File: config.mk
export PLATFORM = sky130hd
export DESIGN_NAME = imask_gating
export DESIGN_NICKNAME = d
export VERILOG_FILES = /design/src/hw/imask_gating.v /design/src/hw/imask_request_latch.v
export VERILOG_INCLUDE_DIRS = /design/src /design/src/common
export SDC_FILE = /design/constraint.sdc
export NUM_CORES = 1
export LEC_CHECK = 0
export ABC_AREA = 1
export BUFFER_PORTS_ARGS = -buffer_cell sky130_fd_sc_hd__clkbuf_2
export CAP_MARGIN = 30
export CORE_MARGIN = 4
export CORE_UTILIZATION = 49
export DETAILED_ROUTE_END_ITERATION = 16
export PLACE_DENSITY_LB_ADDON = 0.3
export REMOVE_ABC_BUFFERS = 1
export SYNTH_ARGS = -nofsm -noshare
export SYNTH_HDL_FRONTEND = slang
export SYNTH_SLANG_ARGS = --single-unit
File: constraint.sdc
create_clock -name clock -period 0.9 [get_ports clock]
set_input_delay 0.045 -clock clock [delete_from_list [all_inputs] [get_ports clock]]
set_output_delay 0.045 -clock clock [all_outputs]
set_load 0.005 [all_outputs]
File: src/common/imask_defines.vh
// constants for the interrupt mask gating block
`ifndef IMASK_DEFINES_VH
`define IMASK_DEFINES_VH
`define IMASK_LINES 8
`define IMASK_WORD_W 16
`define IMASK_MASK_RESET 8'h00
`define IMASK_PCW_EOI_BIT 5
`define IMASK_PCW_SL_BIT 6
`define IMASK_PCW_R_BIT 7
`define IMASK_SEL_D3_BIT 3
`define IMASK_SEL_D4_BIT 4
`define IMASK_SEL_PCW 2'b00
`define IMASK_SEL_TCW 2'b01
`endif

File: src/hw/imask_gating.v
// interrupt mask gating stage with mask and priority command word entry
`timescale 1ns/1ns
`include "imask_defines.vh"
// Contract
// - a set mask bit stops that line from requesting interrupts
// - a clear mask bit lets that line reach priority resolution
// - mask gates the latched request, never the latch input
// - masked lines still set their request latch bit
// - pending masked request fires once its mask bit clears
// - read with register select high returns the mask on the port that reads
// - priority command word accepted for priority and end of interrupt
// - rotate, specific level and eoi bits decoded as one 3-bit code
// - select high picks mask; low with d4,d3 00 picks priority word
// - command words accepted any time after initialization
module imask_gating
(
    input wire clock,
    input wire nrst,
    input wire [`IMASK_LINES-1:0] request_line,
    input wire [`IMASK_LINES-1:0] request_clear,
    input wire init_done,
    input wire master_wr,
    input wire master_rd,
    input wire slave_wr,
    input wire slave_rd,
    input wire register_select_line,
    input wire [`IMASK_WORD_W-1:0] wdata,
    output reg [`IMASK_WORD_W-1:0] master_rdata_q,
    output reg [`IMASK_WORD_W-1:0] slave_rdata_q,
    output wire [`IMASK_LINES-1:0] gated_request,
    output wire int_request,
    output reg pcw_valid_q,
    output reg [2:0] pcw_instr_q,
    output reg [2:0] pcw_level_q,
    output reg tcw_valid_q,
    output reg [`IMASK_WORD_W-1:0] tcw_data_q
);
    reg [`IMASK_LINES-1:0] req_s1_q;
    reg [`IMASK_LINES-1:0] req_s2_q;
    reg [`IMASK_LINES-1:0] line_mask_bits_q;
    reg [`IMASK_LINES-1:0] line_mask_bits_d;
    reg pcw_valid_d;
    reg [2:0] pcw_instr_d;
    reg [2:0] pcw_level_d;
    reg tcw_valid_d;
    reg [`IMASK_WORD_W-1:0] tcw_data_d;
    reg [`IMASK_WORD_W-1:0] master_rdata_d;
    reg [`IMASK_WORD_W-1:0] slave_rdata_d;
    wire [`IMASK_LINES-1:0] latched;
    wire wr;
    wire [1:0] sel;
    wire mask_hit;
    wire pcw_hit;
    wire tcw_hit;
    wire master_rd_hit;
    wire slave_rd_hit;

    // read-back word: reserved upper bits always zero
    function [`IMASK_WORD_W-1:0] mask_word;
        input [`IMASK_LINES-1:0] mask;
        begin
            mask_word = {8'h00, mask};
        end
    endfunction

    // command word select field from data bits four and three
    function [1:0] word_select;
        input [`IMASK_WORD_W-1:0] d;
        begin
            word_select = {d[`IMASK_SEL_D4_BIT], d[`IMASK_SEL_D3_BIT]};
        end
    endfunction

    // rotate, specific level and eoi as one instruction code
    function [2:0] instr_code;
        input [`IMASK_WORD_W-1:0] d;
        begin
            instr_code = {d[`IMASK_PCW_R_BIT], d[`IMASK_PCW_SL_BIT],
                d[`IMASK_PCW_EOI_BIT]};
        end
    endfunction

    // request lines are pins: two-flop synchroniser before use
    always @(posedge clock or negedge nrst)
    begin
        if (!nrst)
        begin
            req_s1_q <= 8'h00;
            req_s2_q <= 8'h00;
        end
        else
        begin
            req_s1_q <= request_line;
            req_s2_q <= req_s1_q;
        end
    end

    imask_request_latch imask_request_latch_i
    (
        .clock(clock),
        .nrst(nrst),
        .set_lines(req_s2_q),
        .clear_lines(request_clear),
        .latched_q(latched)
    );

    // gating acts on the latch output only
    assign gated_request = latched & ~line_mask_bits_q;
    assign int_request = |gated_request;

    // decode of the port cycle; writes ignored until initialised
    assign wr = (master_wr | slave_wr) & init_done;
    assign sel = word_select(wdata);
    assign mask_hit = wr & register_select_line;
    assign pcw_hit = wr & ~register_select_line
        & (sel == `IMASK_SEL_PCW);
    assign tcw_hit = wr & ~register_select_line
        & (sel == `IMASK_SEL_TCW);
    assign master_rd_hit = master_rd & register_select_line;
    assign slave_rd_hit = slave_rd & register_select_line;

    // either port may rewrite the mask
    always @*
    begin
        line_mask_bits_d = line_mask_bits_q;
        if (mask_hit)
            line_mask_bits_d = wdata[`IMASK_LINES-1:0];
    end

    // instruction and level held until the next priority word
    always @*
    begin
        pcw_valid_d = pcw_hit;
        pcw_instr_d = pcw_instr_q;
        pcw_level_d = pcw_level_q;
        if (pcw_hit)
        begin
            pcw_instr_d = instr_code(wdata);
            pcw_level_d = wdata[2:0];
        end
    end

    // third word data held until the next third word
    always @*
    begin
        tcw_valid_d = tcw_hit;
        tcw_data_d = tcw_data_q;
        if (tcw_hit)
            tcw_data_d = wdata;
    end

    // read data holds until the next read with select high
    always @*
    begin
        master_rdata_d = master_rdata_q;
        slave_rdata_d = slave_rdata_q;
        if (master_rd_hit)
            master_rdata_d = mask_word(line_mask_bits_q);
        if (slave_rd_hit)
            slave_rdata_d = mask_word(line_mask_bits_q);
    end

    // mask register; reset value is a choice, software rewrites it
    always @(posedge clock or negedge nrst)
    begin
        if (!nrst)
            line_mask_bits_q <= `IMASK_MASK_RESET;
        else
            line_mask_bits_q <= line_mask_bits_d;
    end

    // priority command word capture, valid pulses for one cycle
    always @(posedge clock or negedge nrst)
    begin
        if (!nrst)
        begin
            pcw_valid_q <= 1'b0;
            pcw_instr_q <= 3'h0;
            pcw_level_q <= 3'h0;
        end
        else
        begin
            pcw_valid_q <= pcw_valid_d;
            pcw_instr_q <= pcw_instr_d;
            pcw_level_q <= pcw_level_d;
        end
    end

    // third command word is captured and handed on untouched
    always @(posedge clock or negedge nrst)
    begin
        if (!nrst)
        begin
            tcw_valid_q <= 1'b0;
            tcw_data_q <= 16'h0000;
        end
        else
        begin
            tcw_valid_q <= tcw_valid_d;
            tcw_data_q <= tcw_data_d;
        end
    end

    // master port read data
    always @(posedge clock or negedge nrst)
    begin
        if (!nrst)
            master_rdata_q <= 16'h0000;
        else
            master_rdata_q <= master_rdata_d;
    end

    // slave port read data
    always @(posedge clock or negedge nrst)
    begin
        if (!nrst)
            slave_rdata_q <= 16'h0000;
        else
            slave_rdata_q <= slave_rdata_d;
    end
endmodule

File: src/hw/imask_request_latch.v
// interrupt request latch, set by request lines, cleared per line
`timescale 1ns/1ns
`include "imask_defines.vh"
module imask_request_latch
(
    input wire clock,
    input wire nrst,
    input wire [`IMASK_LINES-1:0] set_lines,
    input wire [`IMASK_LINES-1:0] clear_lines,
    output reg [`IMASK_LINES-1:0] latched_q
);
    // set wins over clear; latch input is never gated by the mask
    always @(posedge clock or negedge nrst)
    begin
        if (!nrst)
            latched_q <= 8'h00;
        else
            latched_q <= (latched_q & ~clear_lines) | set_lines;
    end
endmodule

==> results of run 1 <==
-- metal layers --
layer  up-vias  track usage [%]
met5         -                0
met4         0             7.16
met3         8             6.32
met2       111             33.9
met1      1154             26.6
li1       1188                -
-- flip-flops by register name (all words and copies together), names as in the netlist --
name                             count
imask_request_latch_i.latched_q      8
line_mask_bits_q                     8
master_rdata_q                       8
pcw_instr_q                          3
pcw_level_q                          3
pcw_valid_q                          1
req_s1_q                             8
req_s2_q                             8
slave_rdata_q                        8
tcw_data_q                          16
tcw_valid_q                          1
-- what timing repair did --
item / 4_1_cts / 5_1_grt
hold buffers: 32 / 0
setup endpoints to repair: 30 / 59
pin swaps: 11 / 3
resized for setup: 30 / 42
endpoints found under the hold margin: 113 / 0
buffers inserted: 24 / 14
-- power breakdown --
group	switching, mW	leakage [nW]	internal, mW	total, mW
Sequential	0.254	0.879	3.67	3.92
Combinational	0.907	1.37	1.10	2.01
Clock	1.20	0.112	1.62	2.82
Total	2.36	2.36	6.39	8.75
-- Yosys cell counts, drive strengths merged --
cell,n,area share [%]
buf,26,6.9
conb,1,0.13
dfrtp,72,64
inv,27,3.6
nand2,80,11
nand3,9,2.2
nand4,20,4.4
nor2,11,2.2
o21ai,21,3.7
o21bai,8,2.1
-- worst min-delay path by stage --
stage / depth (start not counted) / slack (ns) / endpoint / start
global route: 3 / 0.02 / line_mask_bits_q[4]$_DFFE_PN0P_ / wdata[4]
detailed placement: 2 / 0.08 / slave_rdata_q[1]$_DFFE_PN0P_ / nrst
global placement: 2 / 0.08 / slave_rdata_q[1]$_DFFE_PN0P_ / nrst
finish: 3 / 0.02 / line_mask_bits_q[4]$_DFFE_PN0P_ / wdata[4]
floorplan: 0 / -0.25 / imask_request_latch_i.latched_q[0]$_DFF_PN0_ / nrst
CTS: 3 / 0.002 / line_mask_bits_q[4]$_DFFE_PN0P_ / wdata[4]
-- cells by family after synthesis --
group	after synthesis
AO/OA/AOI/OAI	29
buffers and inverters	53
flip-flops	72
other	1
AND/OR/NAND/NOR	120
-- final cells by class --
class	count	area (µm²)	area share, %
flip-flops and latches	72	1800	41.9
repair buffers	172	1220	28.3
multi-input cells	165	865	20.1
clock buffers	10	138	3.20
inverters	27	106	2.47
well taps	72	90.1	2.09
clock inverters	6	82.6	1.92
-- cells in the final DEF, fill, tap and decap left out, types with 4 or more instances in the layout --
cell type	count
nor2_4	4
inv_2	9
o21ai_1	5
inv_1	16
nand2_1	71
clkbuf_2	81
clkbuf_8	10
buf_6	13
buf_4	40
conb_1	16
nand2_2	8
o21ai_2	12
dfrtp_1	72
nand3_1	7
dlygate4sd3_1	32
o21bai_1	8
nand4_1	20
buf_2	5
o21ai_0	4
nor2_1	4
-- through the flow --
stage / hold WS [ns] / cell area [µm²] / worst slack (ns) / power [mW]
finish: 0.0183 / 4300 / -0.325 / 8.75
global route: 0.0175 / 4300 / -0.392 / 9.23
CTS: 0.00208 / 4150 / -0.337 / 8.51
detailed placement: 0.0805 / 3360 / -0.0150 / 5.27
global placement: 0.0782 / 3360 / 0.0262 / 5.21
floorplan: -0.251 / 2690 / -0.101 / 4.44
-- critical path, cell delays in order (launching register included) --
cell and delay [ns]:
dfrtp_1 0.40, inv_2 0.08, nand2_4 0.06, o21ai_2 0.06, nor2_1 0.06, nand2_1 0.07, clkbuf_2 0.11
==> metrics.md, run 1 <==
| Metric | Value |
|---|---|
| Failing checks | negative setup slack |
| DR vias/cell | 4.70 |
| Post-layout util | 77.6% |
| Tcrit/Tclk final | 136% |
| Worst reg2reg startpoint | line_mask_bits_q[6]$_DFFE_PN0P_ |
| Highest metal used | met4 |
| Worst Hold Class | in -> reg |
| Number of max-cap violations | 0 |
| Final hold viol count | 0 |
| Total GRT Usage | 20.9% |
| Crit. End Element | primary output |
| Port bufs | 88 |
| Main combinational cell family by area after synthesis | simple AND/OR/NAND/NOR gates |
| Clk pin slew, worst setup/hold paths | 0.07 ns |
| Core Box Area | 5540 µm² |
| Status | finished, violations left |
| Initial cell density of the core | 50.9% |
| Initial antenna violation count | 0 |
| Syn avg cell area | about 10 µm² |
| Post-Synth Simple-Gate Area | between 10% and 20% |
| Skew-Pair Late Insertion Delay | approximately 0.34 ns |
| Synth Area in Compound Gates | 5.85% |
| XOR/XNOR share of the synthesized area | 0% |
| Worst vdd ir | 1160 µV |
| Ports | about 110 |
| R2R depth | 6 |
| Crit. Startpoint | line_mask_bits_q[6]$_DFFE_PN0P_ |
| WP data required | between 0.8 and 0.9 ns |
| Final wirelength | 7.05 mm |
| WL per Instance | approximately 13 µm |
| CP Data Arrival Time | approximately 1.2 ns |
| Number of fill cells | ~380 |
| Die height | 83.9 µm |
| Share of cells above drive strength 1 | between 40% and 50% |
| Kind of critical path | reg -> out |
| DR vias | 2,461 |
| RR Endpoint | slave_rdata_q[6]$_DFFE_PN0P_ |
| Netlist cell types | 19 |
| CTS H-tree depth | 3 |
| Root Driver | clkbuf_8 |
| Layout Cells excl Fill | 524 |
| Wl on met1 | 2.83 mm |
| RSZ-0062 raised after global routing | true |
| Syn Inst Count | 275 |
| Core Rows | 27 |
| CTS sink cnt | between 70 and 80 |
| Vias in the first global route | between 2,000 and 3,000 |
| ANT nets after route | 0 |
| Final slew viol count | 0 |
| Final worst path period need | 1.22 ns |
| Largest net degree at the start of global routing | 73 |
| TritonCTS clock tree | yes |
| Crit start category | flop |
| Register area share after synthesis | 63.8% |
| DR WL met2 | about 3.6 mm |
| Gpl congestion | 0.789 |
| Critical Path Fanout Max | 2 |
| Max Fclk | 816 MHz |
| First-pass GRT wire length | approximately 12 mm |
| Met3 WL post-DR | 602 µm |
| DP HPWL | 4.43 mm |
| N_diodes | 0 |
| Drt drc | 0 |
| R2R setup slack | -0.14 ns |
| Yosys warns | 0 |
| PnR worst setup slack | -0.325 ns |
| Die area | roughly 7000 µm² |
| Mapped cell area | 2820 µm² |
| Grt total ovfl | 0 |
| Nets@finish | 487 |
| Total CTS buffers | 9 |
| DR pass1 iterations | 4 |
| Area growth syn-to-layout | 52.3% |
| Yosys reg bits | 72 |
| Number of DRC markers in iteration 0 | 119 |
| Last element of the critical path | int_request |
| Mux contribution to synthesized area | 0% |
| Worst-case clock buffer depth | 2 |
| Die X | 83.9 µm |
| Pwr dens | 2030 nW/µm² |
| Setup tns final | -2.31 ns |
| Clock skew | 0.00388 ns |
| Pleak | 2.36 nW |
| Final setup fails | 15 |
| Post-Synth Adder-Cell Area | 0% |
| Placed insts | 441 |
Power figures use the tool's default switching activity.
==> run 2, diff against run 1 <==
--- a/config.mk
+++ b/config.mk
@@ -10,8 +10,9 @@
 export BUFFER_PORTS_ARGS = -buffer_cell sky130_fd_sc_hd__clkbuf_2
 export CAP_MARGIN = 30
 export CORE_MARGIN = 4
-export CORE_UTILIZATION = 49
+export CORE_UTILIZATION = 30
 export DETAILED_ROUTE_END_ITERATION = 16
+export MAX_ROUTING_LAYER = met4
 export PLACE_DENSITY_LB_ADDON = 0.3
 export REMOVE_ABC_BUFFERS = 1
 export SYNTH_ARGS = -nofsm -noshare
==> metrics.md, run 2 (synthesis gave the netlist of run 1 again) <==
| Metric | Value |
|---|---|
| Pwr dens | 1970 nW/µm² (-3.0%) |
| Initial cell density of the core | 30.7% (-20 points) |
| Switching Fraction | 26.7% (-0.27 points) |
| Clock share of power | 31.8% (-0.4 points) |
| Area growth syn-to-layout | 53.9% |
| Crit. End Element | primary output |
| Internal | 6.28 mW (-1.6%) |
| DR pass1 iterations | 4 (unchanged) |
| Failing checks | negative setup slack |
| CP cell instances | inv_2, nand2_2, o21ai_1, nor2_1, nand2_1, clkbuf_2 |
| DR vias | 2,414 (-1.9%) |
| Die X | 105 µm (+25%) |
| Net load switching power | 2.29 mW (-3.0%) |
| Gpl congestion | 0.806 (+2.1%) |
| Die height | 105 µm (+25%) |
| CP max stage delay | 0.40 ns (about the same) |
| Number of max-cap violations | 0 (unchanged) |
| Largest net degree at the start of global routing | 48 (-34%) |
| Commonest non-fill, non-tap cells in the layout | clkbuf_2, nand2_1, dfrtp_1 |
| Tcrit/Tclk final | 140% (+3.8 points) |
| Pleak | 2.36 nW (+0.19%) |
| CP Data Arrival Time | 1.21 ns (+0.03 ns) |
| WL per Instance | 12.9 µm (-3.9%) |
| Worst reg2reg startpoint | line_mask_bits_q[1]$_DFFE_PN0P_ |
| Layout Cells excl Fill | 567 (+8.2%) |
| Core Box Area | 9200 µm² (+66%) |
| Final worst path period need | 1.26 ns (+0.0345 ns) |
| Ports | 105 (unchanged) |
| R2R depth | 5 (-1) |
| Worst Hold Class | in -> reg |
| Root Driver | clkbuf_8 |
| TritonCTS clock tree | yes |
| Final setup fails | 12 (-3) |
| CTS H-tree depth | 3 (unchanged) |
| Combinational Power Share | 22.6% (-0.3 points) |
| Crit start category | flop |
| Total CTS buffers | 9 (unchanged) |
| PnR worst setup slack | -0.359 ns (-0.0345 ns) |
| Port bufs | 88 (unchanged) |
| RSZ-0062 raised after global routing | true |
| Final wirelength | 7.34 mm (+4.0%) |
| Hold path endpoint | line_mask_bits_q[4]$_DFFE_PN0P_ |
| WP data required | 0.85 ns (about the same) |
| Power Total | 8.57 mW (-2.0%) |
| Skew-Pair Late Insertion Delay | 0.33 ns (about the same) |
| Nets@finish | 491 (+0.82%) |
| Hold_sp | wdata[4] |
| Vias in the first global route | 2,467 (-1.9%) |
| Share of cells above drive strength 1 | 42.8% (-0.82 points) |
| Number of DRC markers in iteration 0 | 117 (-1.7%) |
| Placed insts | 488 (+11%) |
| Final hold viol count | 0 (unchanged) |
| DR vias/cell | 4.26 (-9.3%) |
| Core Rows | 35 (+30%) |
| R2R setup slack | -0.08 ns (+0.06 ns) |
| Max Fclk | 794 MHz (-2.7%) |
| Kind of critical path | reg -> out |
| Status | finished, violations left |
| Hold depth | 3 (unchanged) |
| Initial antenna violation count | 0 (unchanged) |
| N_diodes | 0 (unchanged) |
| Clk pin slew, worst setup/hold paths | 0.07 ns (about the same) |
| Max reg flops | 16 (unchanged) |
| Final slew viol count | 0 (unchanged) |
| CTS sink cnt | 72 (unchanged) |
| RR Endpoint | slave_rdata_q[1]$_DFFE_PN0P_ |
| Worst-case clock buffer depth | 2 (unchanged) |
| Total GRT Usage | 14.4% (-6.5 points) |
| Crit path max-delay cell type | dfrtp_1 |
| ANT nets after route | 0 (unchanged) |
| Commonest non-fill, non-tap cell in the layout | clkbuf_2 |
| Grt total ovfl | 0 (unchanged) |
| Drt drc | 0 (unchanged) |
| Flop pwr share | 45.6% (+0.8 points) |
| DP HPWL | 5.19 mm (+17%) |
| Clock skew | 0.00409 ns (+0.000206 ns) |
| Top reg by flops | tcw_data_q |
| First-pass GRT wire length | 12.2 mm (+3.7%) |
| Worst vdd ir | 938 µV (-19%) |
| Critical Path Fanout Max | 2 (unchanged) |
| Die area | 11,000 µm² (+57%) |
==> run 2: worst max-delay path by stage <==
stage / slack [ns] / to / cells after the start / from
final: -0.36 / int_request / 6 / line_mask_bits_q[4]$_DFFE_PN0P_
after global routing: -0.47 / int_request / 6 / line_mask_bits_q[4]$_DFFE_PN0P_
after floorplan: -0.10 / tcw_data_q[4]$_DFFE_PN0P_ / 5 / init_done
after CTS: -0.43 / int_request / 6 / line_mask_bits_q[4]$_DFFE_PN0P_
after global placement: -0.09 / int_request / 6 / line_mask_bits_q[4]$_DFFE_PN0P_
after detailed placement: -0.09 / int_request / 6 / line_mask_bits_q[4]$_DFFE_PN0P_
==> run 2: critical path: cells and delay by family (launching register included) <==
family	cells	cell delay, ns
AO/OA/AOI/OAI	1	0.05
AND/OR/NAND/NOR	3	0.25
buffers and inverters	2	0.17
flip-flops	1	0.40
==> run 2: through the flow <==
step	worst slack [ns]	hold slack (ns)	util (%)	area, µm²	TNS, ns
after global routing	-0.472	0.0156	47.3	4350	-4.13
final	-0.359	0.0294	47.3	4350	-2.36
after detailed placement	-0.0874	0.0106	38.0	3490	-0.959
after floorplan	-0.101	-0.251	-	2690	-2.16
after CTS	-0.434	0.00218	45.9	4220	-2.39
after global placement	-0.0875	0.0129	38.0	3490	-0.423
==> run 2: what timing repair did <==
action | 4_1_cts | 5_1_grt
buffers inserted | 19 | 14
setup endpoints to repair | 37 | 56
endpoints found under the hold margin | 111 | 0
hold buffers | 32 | 0
pin swaps | 4 | 6
gates resized for setup | 30 | 22
==> run 2: cell type report <==
class	instances	area, µm²
clock buffer	10	128
clock inverter	6	83.8
fill	919	4850
inverter	27	104
multi-input combinational	165	840
sequential	72	1800
tap	111	139
timing repair buffer	176	1250
==> run 2: metal layers <==
metal  vias to the layer above  GRT usage, %  part of all wire [%]
li1                       1197             -                     -
met1                      1129          17.0                    42
met2                        69          23.0                    51
met3                        19          3.64                   4.2
met4                         0          7.12                   3.3
met5                         -             -                     0
==> run 2: power groups by stage <==
stage / clock [mW] / sequential [mW] / combinational [mW]
final: 2.73 / 3.90 / 1.94
after global routing: 2.97 / 3.96 / 2.17
after CTS: 2.82 / 3.91 / 1.78
after detailed placement: 0 / 3.96 / 1.38
after global placement: 0 / 3.95 / 1.36
after floorplan: 0 / 3.96 / 0.479
